--- src/tpio_pkg.sv ---
`default_nettype none
package tpio_pkg;
	localparam int unsigned TPIO_CW         = 16;
	localparam int unsigned TPIO_NCH        = 5;
	// Register byte offsets
	localparam logic [11:0] TPIO_OFF_CTL0H  = 12'h000;
	localparam logic [11:0] TPIO_OFF_CTL0L  = 12'h004;
	localparam logic [11:0] TPIO_OFF_CTL1   = 12'h008;
	localparam logic [11:0] TPIO_OFF_CTL2   = 12'h00c;
	localparam logic [11:0] TPIO_OFF_CTL3H  = 12'h010;
	localparam logic [11:0] TPIO_OFF_CTL3L  = 12'h014;
	localparam logic [11:0] TPIO_OFF_CTL4H  = 12'h018;
	localparam logic [11:0] TPIO_OFF_CTL4L  = 12'h01c;
	localparam logic [11:0] TPIO_OFF_MODE   = 12'h020;
	localparam logic [11:0] TPIO_OFF_PINS   = 12'h024;
	localparam logic [11:0] TPIO_OFF_EVT    = 12'h028;
	// Field layout inside an 8-bit control register
	localparam int unsigned TPIO_FLD_HI_LSB = 4;
	localparam int unsigned TPIO_FLD_W      = 4;
	localparam int unsigned TPIO_BIT_CAP    = 3;
	localparam int unsigned TPIO_BIT_ALT    = 2;
	localparam int unsigned TPIO_BIT_BOTH   = 1;
	// Mode register bits: buffer mode a/b per channel 0,3,4
	localparam int unsigned TPIO_MODE_W     = 6;
	localparam logic [1:0]  TPIO_ACT_KEEP   = 2'h0;
	localparam logic [1:0]  TPIO_ACT_LOW    = 2'h1;
	localparam logic [1:0]  TPIO_ACT_HIGH   = 2'h2;
	localparam logic [1:0]  TPIO_ACT_TOG    = 2'h3;
	localparam logic [1:0]  TPIO_HTRANS_NS  = 2'h2;
	localparam logic [2:0]  TPIO_HSIZE_WORD = 3'h2;
	typedef enum logic [1:0] {TPIO_SRC_PIN, TPIO_SRC_CLK, TPIO_SRC_XC} tpio_src_t;
	// Decoded view of one 4-bit field
	typedef struct packed {
		logic       capture;
		logic       init_lvl;
		logic [1:0] action;
		logic       set_init;
		tpio_src_t  src;
	} tpio_dec_t;
endpackage
`default_nettype wire

--- src/tpio_top.sv ---
// Design decisions made here: the register addresses and the AHB-Lite interface to the registers.
`default_nettype none
module tpio_top
	import tpio_pkg::*;
#(
	parameter int unsigned CW = TPIO_CW
)(
	// Bus
	input  wire logic        hclk,
	input  wire logic        hresetn,
	input  wire logic        hsel,
	input  wire logic [11:0] haddr,
	input  wire logic [1:0]  htrans,
	input  wire logic        hwrite,
	input  wire logic [2:0]  hsize,
	input  wire logic [31:0] hwdata,
	input  wire logic        hready,
	output logic [31:0]      hrdata,
	output logic             hreadyout,
	output logic             hresp,
	// Timer side
	input  wire logic [TPIO_NCH-1:0] run,
	input  wire logic [CW-1:0]       count [TPIO_NCH],
	input  wire logic                ch1_count_step,
	input  wire logic [15:0]         pin_in,
	output logic [15:0]              pin_out,
	output logic [15:0]              pin_oe_n,
	output logic [15:0]              events
);
	// --------------------------------------------------------------
	// Slot map: 16 slots = A,B,C,D per channel 0,3,4, channels 1,2 have A,B
	// --------------------------------------------------------------
	localparam int unsigned NS = 16;
	// Slot order: ch0 A B C D, ch1 A B, ch2 A B, ch3 A B C D, ch4 A B C D
	localparam logic [2:0] SLOT_CH [NS] = '{3'h0,3'h0,3'h0,3'h0,3'h1,3'h1,3'h2,3'h2,
		3'h3,3'h3,3'h3,3'h3,3'h4,3'h4,3'h4,3'h4};
	localparam logic [1:0] SLOT_KIND [NS] = '{2'h0,2'h1,2'h2,2'h3,2'h0,2'h1,2'h0,2'h1,
		2'h0,2'h1,2'h2,2'h3,2'h0,2'h1,2'h2,2'h3};
	// Register index (0..7) of the control register holding the slot
	localparam logic [2:0] SLOT_REG [NS] = '{3'h0,3'h0,3'h1,3'h1,3'h2,3'h2,3'h3,3'h3,
		3'h4,3'h4,3'h5,3'h5,3'h6,3'h6,3'h7,3'h7};

	typedef struct packed {
		logic [7:0][7:0]        ctl;
		logic [7:0]             ctl_wr;
		logic [TPIO_MODE_W-1:0] mode;
		logic                   ap_valid;
		logic                   ap_write;
		logic [11:0]            ap_addr;
		logic [31:0]            rdata;
		logic [15:0]            pins;
		logic [15:0]            evts;
	} tpio_state_t;

	tpio_state_t s_r, s_nxt;
	logic [NS-1:0]    slot_pin, slot_evt;
	logic [CW-1:0]    slot_gr [NS];

	// --------------------------------------------------------------
	// Channel slots
	// --------------------------------------------------------------
	generate
		for (genvar i = 0; i < NS; i++)
		begin : g_slot
			logic [3:0] fld;
			logic       dis, xs;
			// Buffer mode bits: a at 2k, b at 2k+1 for channels 0,3,4 (k=0,1,2)
			localparam int unsigned MK = (SLOT_CH[i] == 3'h0) ? 0 :
				(SLOT_CH[i] == 3'h3) ? 2 : 4;
			assign fld = SLOT_KIND[i][0] ? s_r.ctl[SLOT_REG[i]][7:4]
				: s_r.ctl[SLOT_REG[i]][3:0];
			assign dis = (SLOT_KIND[i] == 2'h2) ? s_r.mode[MK] :
				(SLOT_KIND[i] == 2'h3) ? s_r.mode[MK+1] : 1'b0;
			if (i == 4)
				assign xs = slot_evt[0];
			else if (i == 5)
				assign xs = slot_evt[2];
			else
				assign xs = ch1_count_step;
			tpio_chan #(
				.CW       (CW),
				.HAS_XC   (SLOT_CH[i] == 3'h1),
				.BIT2_IGN (SLOT_CH[i] >= 3'h2)
			) u_ch (
				.hclk        (hclk),
				.hresetn     (hresetn),
				.field       (fld),
				.field_wr    (s_r.ctl_wr[SLOT_REG[i]]),
				.disable_evt (dis),
				.run         (run[SLOT_CH[i]]),
				.count       (count[SLOT_CH[i]]),
				.pin_in      (pin_in[i]),
				.xsrc_evt    (xs),
				.pin_out     (slot_pin[i]),
				.gen_reg     (slot_gr[i]),
				.event_p     (slot_evt[i]),
				.gen_wr      (1'b0),
				.gen_wdata   ('0)
			);
		end
	endgenerate

	// --------------------------------------------------------------
	// Bus slave: zero wait states, OKAY always
	// --------------------------------------------------------------
	logic [2:0] widx;
	always_comb
	begin
		s_nxt        = s_r;
		s_nxt.ctl_wr = '0;
		s_nxt.pins   = slot_pin;
		s_nxt.evts   = slot_evt;
		widx         = s_r.ap_addr[4:2];
		if (s_r.ap_valid && s_r.ap_write)
		begin
			if (s_r.ap_addr < TPIO_OFF_MODE)
			begin
				s_nxt.ctl[widx]    = hwdata[7:0];
				s_nxt.ctl_wr[widx] = 1'b1;
			end
			else if (s_r.ap_addr == TPIO_OFF_MODE)
				s_nxt.mode = hwdata[TPIO_MODE_W-1:0];
		end
		s_nxt.ap_valid = hsel && hready && htrans == TPIO_HTRANS_NS;
		s_nxt.ap_write = hwrite;
		s_nxt.ap_addr  = haddr;
		s_nxt.rdata    = '0;
		if (s_nxt.ap_valid && !hwrite)
		begin
			if (haddr < TPIO_OFF_MODE)
				s_nxt.rdata = {24'h0, s_nxt.ctl[haddr[4:2]]};
			else if (haddr == TPIO_OFF_MODE)
				s_nxt.rdata = {26'h0, s_nxt.mode};
			else if (haddr == TPIO_OFF_PINS)
				s_nxt.rdata = {16'h0, slot_pin};
			else if (haddr == TPIO_OFF_EVT)
				s_nxt.rdata = {16'h0, slot_evt};
		end
	end

	always_ff @(posedge hclk or negedge hresetn)
	begin
		if (!hresetn)
			s_r <= '0;
		else
			s_r <= s_nxt;
	end

	// Pin enable: output when slot is in compare mode
	logic [15:0] oe_n_r;
	always_ff @(posedge hclk or negedge hresetn)
	begin
		if (!hresetn)
			oe_n_r <= '0;
		else
			for (int i = 0; i < NS; i++)
				oe_n_r[i] <= SLOT_KIND[i][0] ? s_r.ctl[SLOT_REG[i]][7]
					: s_r.ctl[SLOT_REG[i]][3];
	end

	assign hrdata    = s_r.rdata;
	assign hreadyout = 1'b1;
	assign hresp     = 1'b0;
	assign pin_out   = s_r.pins;
	assign pin_oe_n  = oe_n_r;
	assign events    = s_r.evts;

	AST_RST_LOW: assert property (@(posedge hclk) disable iff (!hresetn)
		$rose(hresetn) |-> pin_out == '0)
		else $error("pins not low after reset");
	AST_BUF_C: assert property (@(posedge hclk) disable iff (!hresetn)
		s_r.mode[0] |=> ##1 !events[2])
		else $error("buffered C register produced event");
	AST_XC: assert property (@(posedge hclk) disable iff (!hresetn)
		s_r.ctl[2][3:2] == 2'h3 && run[1] && slot_evt[0] && $stable(s_r.ctl[2])
		|=> slot_gr[4] == $past(count[1]))
		else $error("channel 1 A did not capture on channel 0 A event");
	AST_WRITE: assert property (@(posedge hclk) disable iff (!hresetn)
		s_r.ap_valid && s_r.ap_write && s_r.ap_addr == TPIO_OFF_CTL0H
		|=> s_r.ctl[0] == $past(hwdata[7:0]))
		else $error("control register write lost");
	AST_NOWAIT: assert property (@(posedge hclk) disable iff (!hresetn)
		hreadyout && !hresp)
		else $error("slave stalled or errored");
	COV_WR: cover property (@(posedge hclk) s_r.ctl_wr[0]);
	COV_EVT: cover property (@(posedge hclk) events[0]);
	COV_PIN: cover property (@(posedge hclk) $rose(pin_out[0]));
endmodule
`default_nettype wire

--- src/tpio_chan.sv ---
`default_nettype none
module tpio_chan
	import tpio_pkg::*;
#(
	parameter int unsigned CW     = TPIO_CW,
	parameter bit          HAS_XC = 1'b0,
	parameter bit          BIT2_IGN = 1'b0
)(
	// Clock and reset
	input  wire logic          hclk,
	input  wire logic          hresetn,
	// Control
	input  wire logic [3:0]    field,
	input  wire logic          field_wr,
	input  wire logic          disable_evt,
	input  wire logic          run,
	input  wire logic [CW-1:0] count,
	// Capture sources
	input  wire logic          pin_in,
	input  wire logic          xsrc_evt,
	// Results, and the general register write port
	output logic               pin_out,
	output logic [CW-1:0]      gen_reg,
	output logic               event_p,
	input  wire logic          gen_wr,
	input  wire logic [CW-1:0] gen_wdata
);
	typedef struct packed {
		logic          pin;
		logic          pin_d;
		logic [CW-1:0] gr;
		logic          evt;
	} tpio_ch_state_t;

	tpio_ch_state_t s_r, s_nxt;
	tpio_dec_t      d;

	always_comb
	begin
		d.capture  = field[TPIO_BIT_CAP];
		d.init_lvl = field[TPIO_BIT_ALT];
		d.action   = field[1:0];
		d.set_init = field[1:0] != TPIO_ACT_KEEP;
		if (field[TPIO_BIT_CAP] && field[TPIO_BIT_ALT] && !BIT2_IGN)
			d.src = HAS_XC ? TPIO_SRC_XC : TPIO_SRC_CLK;
		else
			d.src = TPIO_SRC_PIN;
	end

	logic match, rise, fall, cap;
	always_comb
	begin
		match = run && !d.capture && !disable_evt && (count == s_r.gr);
		rise  = pin_in && !s_r.pin_d;
		fall  = !pin_in && s_r.pin_d;
		cap   = 1'b0;
		if (d.capture && !disable_evt && run)
		begin
			if (d.src != TPIO_SRC_PIN)
				cap = xsrc_evt;
			else if (field[TPIO_BIT_BOTH])
				cap = rise || fall;
			else if (field[0])
				cap = fall;
			else
				cap = rise;
		end
	end

	always_comb
	begin
		s_nxt       = s_r;
		s_nxt.pin_d = pin_in;
		s_nxt.evt   = match || cap;
		if (gen_wr)
			s_nxt.gr = gen_wdata;
		if (cap)
			s_nxt.gr = count;
		if (!d.capture)
		begin
			if (field_wr && !run && d.set_init)
				s_nxt.pin = d.init_lvl;
			else if (match)
			begin
				case (d.action)
					TPIO_ACT_LOW:  s_nxt.pin = 1'b0;
					TPIO_ACT_HIGH: s_nxt.pin = 1'b1;
					TPIO_ACT_TOG:  s_nxt.pin = !s_r.pin;
					default:       s_nxt.pin = s_r.pin;
				endcase
			end
		end
	end

	always_ff @(posedge hclk or negedge hresetn)
	begin
		if (!hresetn)
			s_r <= '0;
		else
			s_r <= s_nxt;
	end

	assign pin_out = s_r.pin;
	assign gen_reg = s_r.gr;
	assign event_p = s_r.evt;

	AST_TOGGLE: assert property (@(posedge hclk) disable iff (!hresetn)
		match && !d.capture && d.action == TPIO_ACT_TOG && !(field_wr && !run)
		|=> pin_out != $past(pin_out))
		else $error("toggle on match did not invert pin");
	AST_CAPVAL: assert property (@(posedge hclk) disable iff (!hresetn)
		cap |=> gen_reg == $past(count))
		else $error("capture did not load counter");
	AST_NOEVT_DIS: assert property (@(posedge hclk) disable iff (!hresetn)
		disable_evt |=> !event_p)
		else $error("event while register used as buffer");
endmodule
`default_nettype wire

--- config.mk ---
export PLATFORM = sky130hd
export DESIGN_NAME = tpio_top
export DESIGN_NICKNAME = d
export VERILOG_FILES = /design/src/tpio_pkg.sv /design/src/tpio_top.sv /design/src/tpio_chan.sv
export SDC_FILE = /design/constraint.sdc
export NUM_CORES = 1
export LEC_CHECK = 0
export ABC_AREA = 1
export CAP_MARGIN = 20
export CORE_MARGIN = 5
export CORE_UTILIZATION = 40
export CTS_CLUSTER_SIZE = 12
export DETAILED_ROUTE_END_ITERATION = 12
export DONT_BUFFER_PORTS = 1
export GPL_TIMING_DRIVEN = 1
export PLACE_DENSITY = 0.54
export SYNTH_ARGS = -nofsm -noshare
export SYNTH_HDL_FRONTEND = slang
export SYNTH_HIERARCHICAL = 1
export SYNTH_SLANG_ARGS = --single-unit
--- constraint.sdc ---
create_clock -name hclk -period 1.84 [get_ports hclk]
set_clock_uncertainty 0.05 [all_clocks]
set_input_delay 0.368 -clock hclk [delete_from_list [all_inputs] [get_ports hclk]]
set_output_delay 0.368 -clock hclk [all_outputs]
set_load 0.03 [all_outputs]
Word-level counts from Yosys, hierarchy flattened
Cells that the tools add are included.

operators by class
  mux-type cells = 124
  $lt $le $gt $ge = 5
  eq/ne operators = 69
  reduce and logical (&&, ||, !) cells = 305
  bitwise gates (word level) = 16

operator list
  operator                                                                number
  16-bit equality test                                                    16
  1-bit logical AND                                                       127
  1-bit 2-to-1 mux                                                        91
  16-bit 2-to-1 mux                                                       5
  78-bit 2-to-1 mux                                                       1
  1-bit zero test                                                         76
  2-bit nonzero test                                                      38
  72-bit 2-to-1 mux                                                       1
  2-bit equality test, second input constant                              33
  64-bit bitwise mux                                                      1
  4-bit nonzero test                                                      16
  12-bit by 6-bit equality test with 1-bit output, second input constant  4
  1-bit one-hot mux with 3 select lines                                   16
  3-bit AND reduction                                                     16
  2-bit by 1-bit equality test with 1-bit output, second input constant   16
  1-bit logical OR                                                        32
  8-bit binary-select mux with 3-bit select                               1
  8-bit demux with 3-bit select                                           1
  12-bit by 6-bit < comparator with 1-bit output, second input constant   2
  8-bit 2-to-1 mux                                                        2
  1-bit inverter                                                          16
  6-bit 2-to-1 mux                                                        2
  3-bit by 4-bit < comparator with 1-bit output, second input constant    2
  2-bit 2-to-1 mux                                                        2
  other kinds (2)                                                         2

word-level totals
  register bits = 476
  input bits = 156
  word-level logic and storage cells = 600

Logic depth before layout (Yosys ltp)
  depth after elaboration = 11
  gate-level depth with buffers = 14
  depth with buffers taken out = 14

Modules after synthesis
The synthesis kept the hierarchy.

modules (own cells, without submodules)
  module                            area an instance (um^2)  instances  cells an instance  seq. area each (um^2)
  tpio_chan at g_slot[10].u_ch ...  1398.8                   10         184                475.5
  tpio_chan at g_slot[0].u_ch ...   1470.2                   6          191                475.5
  tpio_top                          6977.9                   1          815                3903.7

Worst setup path after synthesis
OpenSTA, ideal clock, no wires.

  kind = flip-flop to flip-flop
  start = register s_r[71] (netlist name)
  end = register s_r (netlist bit hrdata[6])
  data required time = 1.671 ns
  arrival time = 1.475 ns
  period minus slack after synthesis = 1.644 ns
  path slack = 0.196 ns
  cell stages (with the launch flop) = 13
  cells stage by stage = dfrtp_1 -> nor2_1 -> nand2_1 -> nor2_4 -> buf_6 -> buf_4 -> nand3_1 -> a21oi_1 -> nor2_1 -> nand2_1 -> nand2_1 -> nor2_1 -> nor2_1

RTL lines
  element                 RTL line         text
  start, declared         tpio_top.sv:55   tpio_state_t s_r, s_nxt;
  start signal, assigned  tpio_top.sv:146  s_r <= s_nxt;

==> impl_metrics.sql <==
INSERT INTO impl_metrics (metric_group, metric, value, unit) VALUES
('timing', 'slew_headroom', '-0.102', ''),
('timing', 'final.period_utilization', '1.03', ''),
('setup_path', 'critical_path.startpoint', 's_r[70]', ''),
('setup_path', 'critPathRequiredTime', '2300', 'ps'),
('setup_path', 'crit_family', 'simple AND/OR/NAND/NOR gates', ''),
('layout', 'layout.filler_cells', '6773', ''),
('timing', 'worst-slew-pin-transition', '1650', 'ps'),
('floorplan', 'die_area', '0.0750', 'mm²'),
('drt', 'routedWlPerCell', '16.7', 'µm'),
('layout', 'final_core_utilization', '0.487', ''),
('drt', 'vias_per_cell', '4.71', ''),
('floorplan', 'fp-row-count', '96', ''),
('drt', 'dr.first_iter.drc_count', '1868', ''),
('pwr', 'power.density', '788', 'mW/mm²'),
('global_routing', 'track_usage', '0.220', ''),
('setup_path', 'critPathCaptureType', 'register', ''),
('clock_tree', 'tritoncts', 'done', ''),
('layout', 'post_route_cells_drive_above_1_share', '0.133', ''),
('layout', 'largest_register_ff_count', '256', ''),
('status', 'violations', 'hold timing, slew limit, setup timing', ''),
('pwr', 'report.power.total', '26.4', 'mW'),
('min_path', 'class_of_the_tightest_hold_or_removal_check', 'in -> async', ''),
('floorplan', 'initial_utilization', '0.405', ''),
('timing', 'final.min_clock_period', '1890', 'ps'),
('clock_tree', 'clock_insertion_delay_worst_skew', '630', 'ps'),
('drt', 'dr_total_vias', '23459', ''),
('layout', 'nNetsFinal', '4187', ''),
('drt', 'aggregate_routed_wire_length', '83.0', 'mm'),
('synthesis', 'synthesis.area', '0.0279', 'mm²'),
('clock_tree', 'maximum_buffer_depth_of_the_clock_tree', '3', ''),
('global_routing', 'maximum_number_of_pins_on_one_net_before_global_route_repair', '461', ''),
('timing', 'final.setup.worst_slack', '-46.8', 'ps'),
('timing', 'hold-worst-slack', '-613', 'ps'),
('clock_tree', 'h-tree-depth', '2', ''),
('setup_path', 'crit_path_cells', 'nor2_2, nand2_2, nor2_4, buf_12, nand3_2, buf_4, nand2_1, nand3_1, nand2_1, nor2_2, nor2_1, nor2_1', ''),
('setup_path', 'crit_cells', '12', ''),
('drt', 'firstDrtPassIters', '6', ''),
('floorplan', 'io-pin-count', '238', ''),
('setup_path', 'crit_path_max_fanout', '8', ''),
('global_routing', 'grt_pass1_wl', '131', 'mm'),
('setup_path', 'critical_path_arrival', '2350', 'ps'),
('layout', 'commonest_non_fill_non_tap_cells_in_the_layout', '990 x sky130_fd_sc_hd__nand2_1, 601 x sky130_fd_sc_hd__inv_1, 520 x sky130_fd_sc_hd__nand3_1', ''),
('layout', 'area_growth_syn_to_layout', '20.3', '%'),
('global_routing', 'via_count_of_the_first_global_routing_pass', '22536', ''),
('timing', 'total_of_endpoints_with_negative_setup_slack_in_the_final_report', '8', ''),
('setup_path', 'critPathMaxStageDelay', '370', 'ps'),
('floorplan', 'die_height', '274', 'µm'),
('job', 'maxCapViolCount', '0', ''),
('setup_path', 'critical_path.reg2reg.startpoint', 's_r[70]', ''),
('setup_path', 'worst_path_max_delay_cell', 'sky130_fd_sc_hd__dfrtp_1', ''),
('layout', 'layout_commonest_cell', 'sky130_fd_sc_hd__nand2_1', ''),
('synthesis', 'synth.avg_cell_area', '7.86', 'µm²'),
('timing', 'fmax', '530', 'MHz'),
('placed_design', 'finalWeightedCongestion', '0.899', ''),
('placed_design', 'place_hpwl', '54.4', 'mm'),
('clock_tree', 'cts_root_buffer', 'sky130_fd_sc_hd__clkbuf_16', ''),
('setup_path', 'critPathBufInv', '2', ''),
('timing', 'final_max_tran_viols', '135', ''),
('pwr', 'ir_worst_vdd', '0.763', 'mV'),
('synthesis', 'yosys_warnings', '6', ''),
('floorplan', 'dieWidth', '274', 'µm'),
('placed_design', 'io_buffers', '0', ''),
('timing', 'grt_setup_unrepaired', 'true', ''),
('setup_path', 'r2r_cells', '12', ''),
('timing', 'timing_hold_violations_final', '466', ''),
('placed_design', 'placement.setup.worst_slack', '-158', 'ps'),
('clock_tree', 'clkSlewWorstSetupHoldPaths', '60', 'ps'),
('global_routing', 'grt_antenna_before_repair', '2', ''),
('synthesis', 'netlist_instances', '3545', ''),
('clock_tree', 'cts_buffers', '57', ''),
('setup_path', 'worst_setup_path_start_kind', 'register', ''),
('drt', 'antenna_left', '0', ''),
('pwr', 'leakagePower', '17.3', 'nW'),
('status', 'outcome', 'complete, but fails checks', ''),
('drt', 'drcViolationCount', '0', ''),
('global_routing', 'grt_remaining_overflow', '0', ''),
('setup_path', 'worstSetupPathType', 'reg -> reg', ''),
('floorplan', 'core_region_area', '0.0688', 'mm²'),
('clock_tree', 'cts.sink_count', '460', '');
==> routing by layer <==
layer  part of all wire  global-route usage  wire length (µm)
met1               0.47               0.319             39100
met2               0.44               0.340             36700
met3              0.061              0.0425              5050
met4              0.027              0.0569              2200
met5                  0                   0                 0
==> cell type report <==
cell class / instances / area (µm²) / share of cell area
repair buffers: 266 / 2510 / 0.0748
clock buffers: 80 / 1660 / 0.0496
flip-flops and latches: 460 / 11500 / 0.343
multi-input cells: 2607 / 14000 / 0.418
inverters: 607 / 2280 / 0.0680
clock inverters: 26 / 364 / 0.0109
diodes: 2 / 5.00 / 0.000149
well taps: 931 / 1160 / 0.0347
==> power breakdown <==
| group | leakage, nW | switching [mW] | internal (mW) |
|---|---|---|---|
| combinational | 10.6 | 1.94 | 1.34 |
| sequential | 5.65 | 0.319 | 10.7 |
| clock | 1.00 | 4.69 | 7.42 |
| total | 17.3 | 6.95 | 19.5 |
==> metrics by stage <==
stage	std cells	hold slack [ps]	TNS (ps)	area, µm²
2_1_floorplan	3849	22.4	0	29000
3_3_place_gp	4725	34.1	-869	29800
3_5_place_dp	4725	38.1	-994	29800
4_1_cts	4976	-657	-376	33500
5_1_grt	4979	-647	-1320	33500
6_report	4979	-613	-255	33500
==> path summary, 6_finish.rpt <==
kind / endpoint / slack [ps]
min: g_slot[9].u_ch/gen_reg[5] / -610
min reg2reg: events[9] / 320
max in group asynchronous: g_slot[2].u_ch/gen_reg[3] / 1010
max: hrdata[1] / -50
min in group hclk: g_slot[3].fld[0] / -140
max reg2reg: hrdata[1] / -50
==> timing repair <==
item	4_1_cts	5_1_grt
endpoints found under the hold margin	794	471
setup buffers	18	2
gates cloned	5	1
resized for setup	56	21
pin swaps	25	16
endpoints found under the setup margin	8	14
hold buffers	123	1
Note: power is estimated with default switching activity, not from simulation.
